**src/verilog/abic_cfg.svh**
```systemverilog
// Timing and layout constants for the converter bus interface
`ifndef ABIC_CFG_SVH
`define ABIC_CFG_SVH
`define ABIC_CONV_CYCLES 20
`define ABIC_ZERO_CYCLES 3
`define ABIC_RESULT_BITS 12
`define ABIC_LOW_BYTE_MSB 7
`define ABIC_HIGH_BYTE_LSB 8
`define ABIC_EOC_RESET 1'b1
`endif

```
**src/verilog/abic_pkg.sv**
```systemverilog
// Types for the converter bus interface
package abic_pkg;
    typedef enum logic [1:0] {
        ABIC_IDLE = 2'b00,
        ABIC_CONV = 2'b01,
        ABIC_ZERO = 2'b11
    } abic_state_t;
endpackage : abic_pkg

```
**src/verilog/abic_sync.sv**
```systemverilog
// Two-flop synchroniser for one pin
`timescale 1ns/100ps
module abic_sync #(
    parameter logic RESET_VALUE = 1'b1
) (
    input wire logic clock_in,
    input wire logic rst_b_in,
    input wire logic pin_in,
    output logic level_out
);
    logic stage1;

    always_ff @(posedge clock_in)
    begin
        if (!rst_b_in)
        begin
            stage1 <= RESET_VALUE;
            level_out <= RESET_VALUE;
        end
        else
        begin
            stage1 <= pin_in;
            level_out <= stage1;
        end
    end
endmodule : abic_sync

```
**src/verilog/abic_top.sv**
```systemverilog
// Bus interface and sequencer of the 12-bit converter
`timescale 1ns/100ps
`include "abic_cfg.svh"
module abic_top #(
    parameter int CONV_CYCLES = `ABIC_CONV_CYCLES,
    parameter int ZERO_CYCLES = `ABIC_ZERO_CYCLES
) (
    input wire logic clock_in,
    input wire logic rst_b_in,
    input wire logic chip_select_b_in,
    input wire logic write_b_in,
    input wire logic read_b_in,
    input wire logic byte_address_in,
    input wire logic wide_bus_in,
    input wire logic [12:0] sample_in,
    output logic [7:0] data_low_out,
    output logic [7:0] data_high_out,
    output logic data_low_oe_out,
    output logic data_high_oe_out,
    output logic end_of_conversion_out,
    output logic overrange_flag_out,
    output logic zeroing_out
);
    logic cs_b;
    logic wr_b;
    logic rd_b;
    logic addr;
    logic wide;
    logic wr_b_prev;
    logic start;
    logic [4:0] cycle;
    logic [12:0] result;
    abic_pkg::abic_state_t state;

    abic_sync #(.RESET_VALUE(1'b1)) u_cs (.clock_in(clock_in), .rst_b_in(rst_b_in),
        .pin_in(chip_select_b_in), .level_out(cs_b));
    abic_sync #(.RESET_VALUE(1'b1)) u_wr (.clock_in(clock_in), .rst_b_in(rst_b_in),
        .pin_in(write_b_in), .level_out(wr_b));
    abic_sync #(.RESET_VALUE(1'b1)) u_rd (.clock_in(clock_in), .rst_b_in(rst_b_in),
        .pin_in(read_b_in), .level_out(rd_b));
    abic_sync #(.RESET_VALUE(1'b0)) u_a0 (.clock_in(clock_in), .rst_b_in(rst_b_in),
        .pin_in(byte_address_in), .level_out(addr));
    abic_sync #(.RESET_VALUE(1'b0)) u_bus (.clock_in(clock_in), .rst_b_in(rst_b_in),
        .pin_in(wide_bus_in), .level_out(wide));

    // Falling write edge while selected
    always_ff @(posedge clock_in)
    begin
        if (!rst_b_in)
            wr_b_prev <= 1'b1;
        else
            wr_b_prev <= wr_b;
    end

    assign start = wr_b_prev && !wr_b && !cs_b;

    // Sequencer
    always_ff @(posedge clock_in)
    begin
        if (!rst_b_in)
        begin
            state <= abic_pkg::ABIC_IDLE;
            cycle <= 5'h00;
        end
        else if (start)
        begin
            state <= abic_pkg::ABIC_CONV;
            cycle <= 5'h00;
        end
        else
        begin
            unique case (state)
                abic_pkg::ABIC_IDLE:
                    cycle <= 5'h00;
                abic_pkg::ABIC_CONV:
                begin
                    cycle <= cycle + 5'h01;
                    if (cycle == 5'(CONV_CYCLES - ZERO_CYCLES - 1))
                        state <= abic_pkg::ABIC_ZERO;
                end
                abic_pkg::ABIC_ZERO:
                begin
                    cycle <= cycle + 5'h01;
                    if (cycle == 5'(CONV_CYCLES - 1))
                        state <= abic_pkg::ABIC_IDLE;
                end
                default:
                    state <= abic_pkg::ABIC_IDLE;
            endcase
        end
    end

    // Result latch after the last cycle
    always_ff @(posedge clock_in)
    begin
        if (!rst_b_in)
            result <= 13'h0000;
        else if (state == abic_pkg::ABIC_ZERO && cycle == 5'(CONV_CYCLES - 1) && !start)
            result <= sample_in;
    end

    // End flag and zeroing indicator
    always_ff @(posedge clock_in)
    begin
        if (!rst_b_in)
        begin
            end_of_conversion_out <= `ABIC_EOC_RESET;
            zeroing_out <= 1'b0;
        end
        else
        begin
            if (start)
                end_of_conversion_out <= 1'b0;
            else if (state == abic_pkg::ABIC_ZERO && cycle == 5'(CONV_CYCLES - 1))
                end_of_conversion_out <= 1'b1;
            zeroing_out <= (state == abic_pkg::ABIC_CONV
                && cycle == 5'(CONV_CYCLES - ZERO_CYCLES - 1) && !start)
                || (state == abic_pkg::ABIC_ZERO && cycle != 5'(CONV_CYCLES - 1)
                && !start);
        end
    end

    // Output steering
    always_ff @(posedge clock_in)
    begin
        if (!rst_b_in)
        begin
            data_low_out <= 8'h00;
            data_high_out <= 8'h00;
            data_low_oe_out <= 1'b0;
            data_high_oe_out <= 1'b0;
            overrange_flag_out <= 1'b0;
        end
        else
        begin
            data_low_out <= result[`ABIC_LOW_BYTE_MSB:0];
            if (wide)
                data_high_out <= {4'h0, result[11:`ABIC_HIGH_BYTE_LSB]};
            else if (addr)
                data_high_out <= {4'h0, result[11:`ABIC_HIGH_BYTE_LSB]};
            else
                data_high_out <= 8'h00;
            overrange_flag_out <= result[12];
            if (rd_b || cs_b)
            begin
                data_low_oe_out <= 1'b0;
                data_high_oe_out <= 1'b0;
            end
            else if (wide)
            begin
                data_low_oe_out <= 1'b1;
                data_high_oe_out <= 1'b1;
            end
            else
            begin
                data_low_oe_out <= !addr;
                data_high_oe_out <= addr;
            end
        end
    end

    // Latched byte must match address
    low_byte_sel_a: assert property (@(posedge clock_in) disable iff (!rst_b_in)
        (data_low_oe_out && !data_high_oe_out) |-> !$past(addr) && !$past(rd_b)
        && !$past(cs_b)) else $error("low byte enabled wrongly");

    start_clears_eoc_a: assert property (@(posedge clock_in) disable iff (!rst_b_in)
        start |=> !end_of_conversion_out) else $error("eoc not cleared on start");
    eoc_after_twenty_a: assert property (@(posedge clock_in) disable iff (!rst_b_in)
        start ##1 (!start)[*8] ##1 (!start)[*8] ##1 (!start)[*4]
        |=> end_of_conversion_out) else $error("eoc late");
    eoc_low_busy_a: assert property (@(posedge clock_in) disable iff (!rst_b_in)
        state != abic_pkg::ABIC_IDLE |-> !end_of_conversion_out) else
        $error("eoc high while busy");
    eoc_rise_valid_a: assert property (@(posedge clock_in) disable iff (!rst_b_in)
        $rose(end_of_conversion_out) |-> result == $past(sample_in)) else
        $error("eoc rose without result");
    read_high_off_a: assert property (@(posedge clock_in) disable iff (!rst_b_in)
        $past(rd_b) |-> !data_low_oe_out && !data_high_oe_out) else
        $error("drive while read high");
    deselect_idle_a: assert property (@(posedge clock_in) disable iff (!rst_b_in)
        (cs_b && state == abic_pkg::ABIC_IDLE) |=> state == abic_pkg::ABIC_IDLE) else
        $error("start while deselected");
    wide_both_a: assert property (@(posedge clock_in) disable iff (!rst_b_in)
        (wide && !rd_b && !cs_b) |=> data_low_oe_out && data_high_oe_out) else
        $error("wide read not both");
    byte_high_a: assert property (@(posedge clock_in) disable iff (!rst_b_in)
        (!wide && addr && !rd_b && !cs_b) |=> data_high_oe_out && !data_low_oe_out) else
        $error("high byte not chosen");
    zero_three_a: assert property (@(posedge clock_in) disable iff (!rst_b_in)
        $rose(zeroing_out) |-> zeroing_out[*3]) else $error("zeroing not three");
    start_conv_a: assert property (@(posedge clock_in) disable iff (!rst_b_in)
        start |=> state == abic_pkg::ABIC_CONV && cycle == 5'h00) else
        $error("start not taken");
    select_read_a: assert property (@(posedge clock_in) disable iff (!rst_b_in)
        (data_low_oe_out || data_high_oe_out) |-> !$past(cs_b) && !$past(rd_b)) else
        $error("drive without select and read");
    byte_low_a: assert property (@(posedge clock_in) disable iff (!rst_b_in)
        (!wide && !addr && !rd_b && !cs_b) |=> data_low_oe_out && !data_high_oe_out) else
        $error("low byte not chosen");
    eoc_stays_a: assert property (@(posedge clock_in) disable iff (!rst_b_in)
        (end_of_conversion_out && !start) |=> end_of_conversion_out) else
        $error("eoc dropped without start");
endmodule : abic_top

```
**config.mk**
```make
export PLATFORM = sky130hd
export DESIGN_NAME = abic_top
export DESIGN_NICKNAME = d
export VERILOG_FILES = /design/src/verilog/abic_pkg.sv /design/src/verilog/abic_sync.sv /design/src/verilog/abic_top.sv
export VERILOG_INCLUDE_DIRS = /design/src /design/src/verilog
export SDC_FILE = /design/constraint.sdc
export NUM_CORES = 1
export LEC_CHECK = 0
export BUFFER_PORTS_ARGS = -buffer_cell sky130_fd_sc_hd__buf_2
export CAP_MARGIN = 20
export CELL_PAD_IN_SITES_DETAIL_PLACEMENT = 1
export CELL_PAD_IN_SITES_GLOBAL_PLACEMENT = 2
export CORE_MARGIN = 2
export CORE_UTILIZATION = 29
export DETAILED_ROUTE_END_ITERATION = 10
export GPL_TIMING_DRIVEN = 0
export MAX_ROUTING_LAYER = met4
export PLACE_DENSITY_LB_ADDON = 0.2
export SYNTH_ARGS = -nofsm -noshare
export SYNTH_HDL_FRONTEND = slang
export SYNTH_SLANG_ARGS = --single-unit
```
**constraint.sdc**
```tcl
create_clock -name clock_in -period 1.4 [get_ports clock_in]
set_input_delay 0.28 -clock clock_in [delete_from_list [all_inputs] [get_ports clock_in]]
set_output_delay 0.28 -clock clock_in [all_outputs]
set_load 0.02 [all_outputs]
```
# After elaboration in Yosys (flattened, before gate mapping)
# Cells that the tools add are included.
# word_totals
in_bits	20
register_bits	52
out_inout_bits	21
wordCells	70
# op_classes
reduce_logical	23
eq_ne	10
n_bitwise	2
muxes	11
add_sub_neg	1
# ops
op	n
5-bit == test (second input constant)	2
5-bit case mux with 2 select lines	1
1-bit logical AND	8
4-bit 2-to-1 mux	2
2-bit OR reduction	4
2-bit != test (second input constant)	3
3-bit != test (second input constant)	2
2-bit case mux with 3 select lines	1
3-bit AND reduction	2
5-bit by 1-bit adder with 5-bit output (second input constant)	1
1-bit 2-to-1 mux	5
5-bit != test (second input constant)	1
1-bit zero test	4
2-bit 2-to-1 mux	2
2-bit nonzero test	2
2-bit by 1-bit == test with 1-bit output (second input constant)	1
2-bit == test (second input constant)	1
2-bit zero test	1
1-bit logical OR	2
1-bit NOT	2

# Logic depth before layout (Yosys ltp)
# depth
word_depth	6
depth_mapped	5
ltp_nobuf	4

# Modules after synthesis
# From an unflattened synthesis, not the netlist that was laid out.
# unflattened
hier_cells	164
area_unflattened_um2	1686.6
# modules_own_cells
mod	area_each_um2	instances	cells_per_inst	seq_area_each_um2
abic_top	1423.9	1	144	760.7
abic_sync	52.6	5	4	40.0

# Worst setup path after synthesis
# No wires, ideal clock.
# synth_path
kind	register to register
from	register cycle[0]
to	register result[10]
arrival_ps	1427
path_buffers	1
setup_time_ps	72
synth_period_minus_slack_ps	1499
setup_slack_ps	-99
required_ps	1328
path_stages_with_launch	6
path_cell_list	dfxtp_1 > ha_1 > nand3_1 > nor3b_4 > buf_8 > mux2i_1
# synth_via
elab_chain_len	3
# synth_rtl
element	line_no	rtl
start: declaration	abic_top.sv:31	logic [4:0] cycle;
start signal: assignment	abic_top.sv:77	cycle <= cycle + 5'h01;
start signal: assignment	abic_top.sv:83	cycle <= cycle + 5'h01;
5-bit == test	abic_top.sv:98	else if (state == abic_pkg::ABIC_ZERO && cycle == 5'(CONV_CYCLES - 1) && !start)
1-bit logical AND (2 in a row)	abic_top.sv:98	
end signal: assignment	abic_top.sv:99	result <= sample_in;
end: declaration	abic_top.sv:32	logic [12:0] result;
# No other way between the ends.
# A chain may end at the register's enable or synchronous reset.

# Worst setup path after layout
# layout_path
from	register cycle[2]
to	register result[8]
# The elaborated chain is that of the path after synthesis.

==> reports/results.tsv <==
metric	value	unit
cp_cell_sequence	nor3b_4, nor3b_4, buf_4, buf_16, mux2i_1	
die_area	0.00654	sq mm
nets	243	
grt_pass1_wl	5.75	mm
grt_max_degree	15	
vias_per_cell	4.19	
drc	0	
core-area	0.00582	sq mm
htreeDepth	2	
rsz0062_at_grt	yes	
ioPinCount	41	
antenna_found_initial	0	
reg2reg_depth	5	
pwr_density_cell	1180	mW/mm^2
layout_setup_ws	0.0549	ns
cp-start-kind	register	
leakage	1.00	nW
cts_root_buffer	clkbuf_8	
dr.pass1.iters	4	
hp-class	input pin to register	
ys_seq_area_share	56.1	%
critPathMostFrequentCell	nor3b_4	
critPathMaxFanout	5	
cts_hold_buf	0	
cp-end-kind	register	
crit_type	register to register	
fin_skew	0.00813	ns
synth_edf_count	0	
synthFlopType	dfxtp_1	
dp_slack	-0.185	ns
grt_overflow	0	
die_x	80.9	um
tritoncts	yes	
layout_min_cycle_time	1.35	ns
dpl_cell_area	0.00201	sq mm
num-fill-cells	694	
detail-route-antenna-nets	0	
synth_seq_cells	48	
final_common_cell	dfxtp_1	
holdPathStages	2	
crit_cells	5	
outcome	finished, final reports clean	
clock-sinks	48	
n_antenna_cell	0	
grt_pass1_vias	1243	
drv_cap	0	
clkTransAtPathRegs	0.08	ns
num_vias	1241	
drt_wl_total	3.51	mm
postLayoutCellArea	0.00223	sq mm
finalSetupViolCount	0	
cp_top_family	simple AND/OR/NAND/NOR gates	
async_flop_share	0	%
dieHeight	80.9	um
syn_inst	167	
start_util	29.5	%
io_buffers	36	
finalHoldWorstSlack	0.166	ns
finalHoldViolations	0	
cp_slowest_stage_delay	0.37	ns
hpwl	2.53	mm
layout-drive-gt1-share	33.0	%
yosysUniqueCellTypes	28	
setup_tns	0	ns
syn_area	0.00171	sq mm
cpMaxStageDelayCell	dfxtp_4	
syn_avg_cell_area	10.3	sq um
period_share	96.1	%
synth_warnings	0	
clock_latency	0.29	ns
rows	28	
numCtsBuffers	5	
syn_to_final_growth	30.2	%
reg2reg_slack	0.05	ns
final_cell_mix	dfxtp_1, buf_2, nand2_1	
max-clock-path-buffers	2	
peakVddDrop	0.444	mV
cp.required	1.63	ns
grt_util_all_layers	12.0	%
crit_buf_inv	2	
drt-initial-drc-count	22	
gp_congestion	0.707	
slew_violations	0	
arrival	1.57	ns
wl_per_cell	11.9	um
fmax	0.743	GHz
power breakdown:
| part | internal [mW] | switching (mW) | total [mW] | leakage (nW) |
|---|---|---|---|---|
| Sequential | 1.37 | 0.00626 | 1.38 | 0.393 |
| Clock | 0.703 | 0.436 | 1.14 | 0.0642 |
| Combinational | 0.0501 | 0.0562 | 0.106 | 0.543 |
| Total | 2.13 | 0.498 | 2.62 | 1.00 |
metrics by stage:
stage,util (%),instances,power (mW)
2_1_floorplan,-,170,1.48
3_3_place_gp,34.6,281,1.52
3_5_place_dp,34.6,281,1.53
4_1_cts,38.3,294,2.67
5_1_grt,38.4,296,2.76
6_report,38.4,296,2.62
cell families after synthesis:
logic type,Yosys count,share of synthesized area [%]
fa+ha+maj,2,1.46
mux,14,8.17
simple gates,62,20.1
compound gates,15,5.91
other cells,1,0.219
flops,48,56.1
buf+inv,25,8.10
synthesized netlist by cell type, drive strengths merged, types with 2 or more instances:
| library cell | instances | share of area [%] |
|---|---|---|
| nand2b | 7 | 2.6 |
| nand3 | 5 | 1.5 |
| ha | 2 | 1.5 |
| dfxtp | 48 | 56 |
| and2 | 8 | 2.9 |
| or3b | 2 | 1.0 |
| nor3b | 3 | 3.3 |
| buf | 10 | 4.8 |
| a211oi | 4 | 1.8 |
| nor2b | 2 | 0.73 |
| o21ai | 2 | 0.58 |
| nor2 | 3 | 0.66 |
| nand2 | 29 | 6.4 |
| a21oi | 4 | 1.2 |
| a41oi | 2 | 1.0 |
| mux2i | 14 | 8.2 |
| inv | 15 | 3.3 |
metal layers:
| layer | part of all wire, % | routed length [um] | global-route usage (%) | vias up |
|---|---|---|---|---|
| li1 | - | - | - | 634 |
| met1 | 44 | 1560 | 13.9 | 575 |
| met2 | 49 | 1720 | 19.7 | 27 |
| met3 | 5.1 | 180 | 4.00 | 5 |
| met4 | 1.3 | 47 | 4.07 | 0 |
| met5 | 0 | 0 | - | - |
timing repair:
item | CTS | global route
cloned | 1 | 0
pin swaps | 3 | 2
gates resized for setup | 6 | 2
endpoints found under the setup margin | 12 | 10
setup buffers | 5 | 3
cell type report:
type	count	area, sq um	area share (%)
plain buffers	9	67.6	3.03
clock buffers	5	68.8	3.08
clock inverters	2	60.1	2.69
inverters	15	56.3	2.52
multi-input cells	97	643	28.8
flip-flops and latches	48	975	43.7
well taps	75	93.8	4.20
repair buffers	45	268	12.0
registers in the layout, indices dropped and copies added (netlist names):
name,cells
cycle,5
overrange_flag_out,1
end_of_conversion_out,1
u_wr.stage1,1
u_bus.level_out,1
u_rd.level_out,1
u_a0.stage1,1
result,13
data_high_out,4
u_cs.level_out,1
zeroing_out,1
state,2
u_rd.stage1,1
data_low_oe_out,1
u_wr.level_out,1
data_low_out,8
u_cs.stage1,1
wr_b_prev,1
data_high_oe_out,1
u_a0.level_out,1
u_bus.stage1,1
final timing paths:
| kind | to | from |
|---|---|---|
| worst min register to register | u_rd.level_out$_SDFF_PN1_ | u_rd.stage1$_SDFF_PN1_ |
| worst max-delay path | result[8]$_SDFFE_PN0P_ | cycle[2]$_SDFFE_PP0P_ |
| worst max register to register | result[8]$_SDFFE_PN0P_ | cycle[2]$_SDFFE_PP0P_ |
| worst min-delay path | u_cs.stage1$_SDFF_PN1_ | chip_select_b_in |
Note: power is estimated with default switching activity, not from simulation.
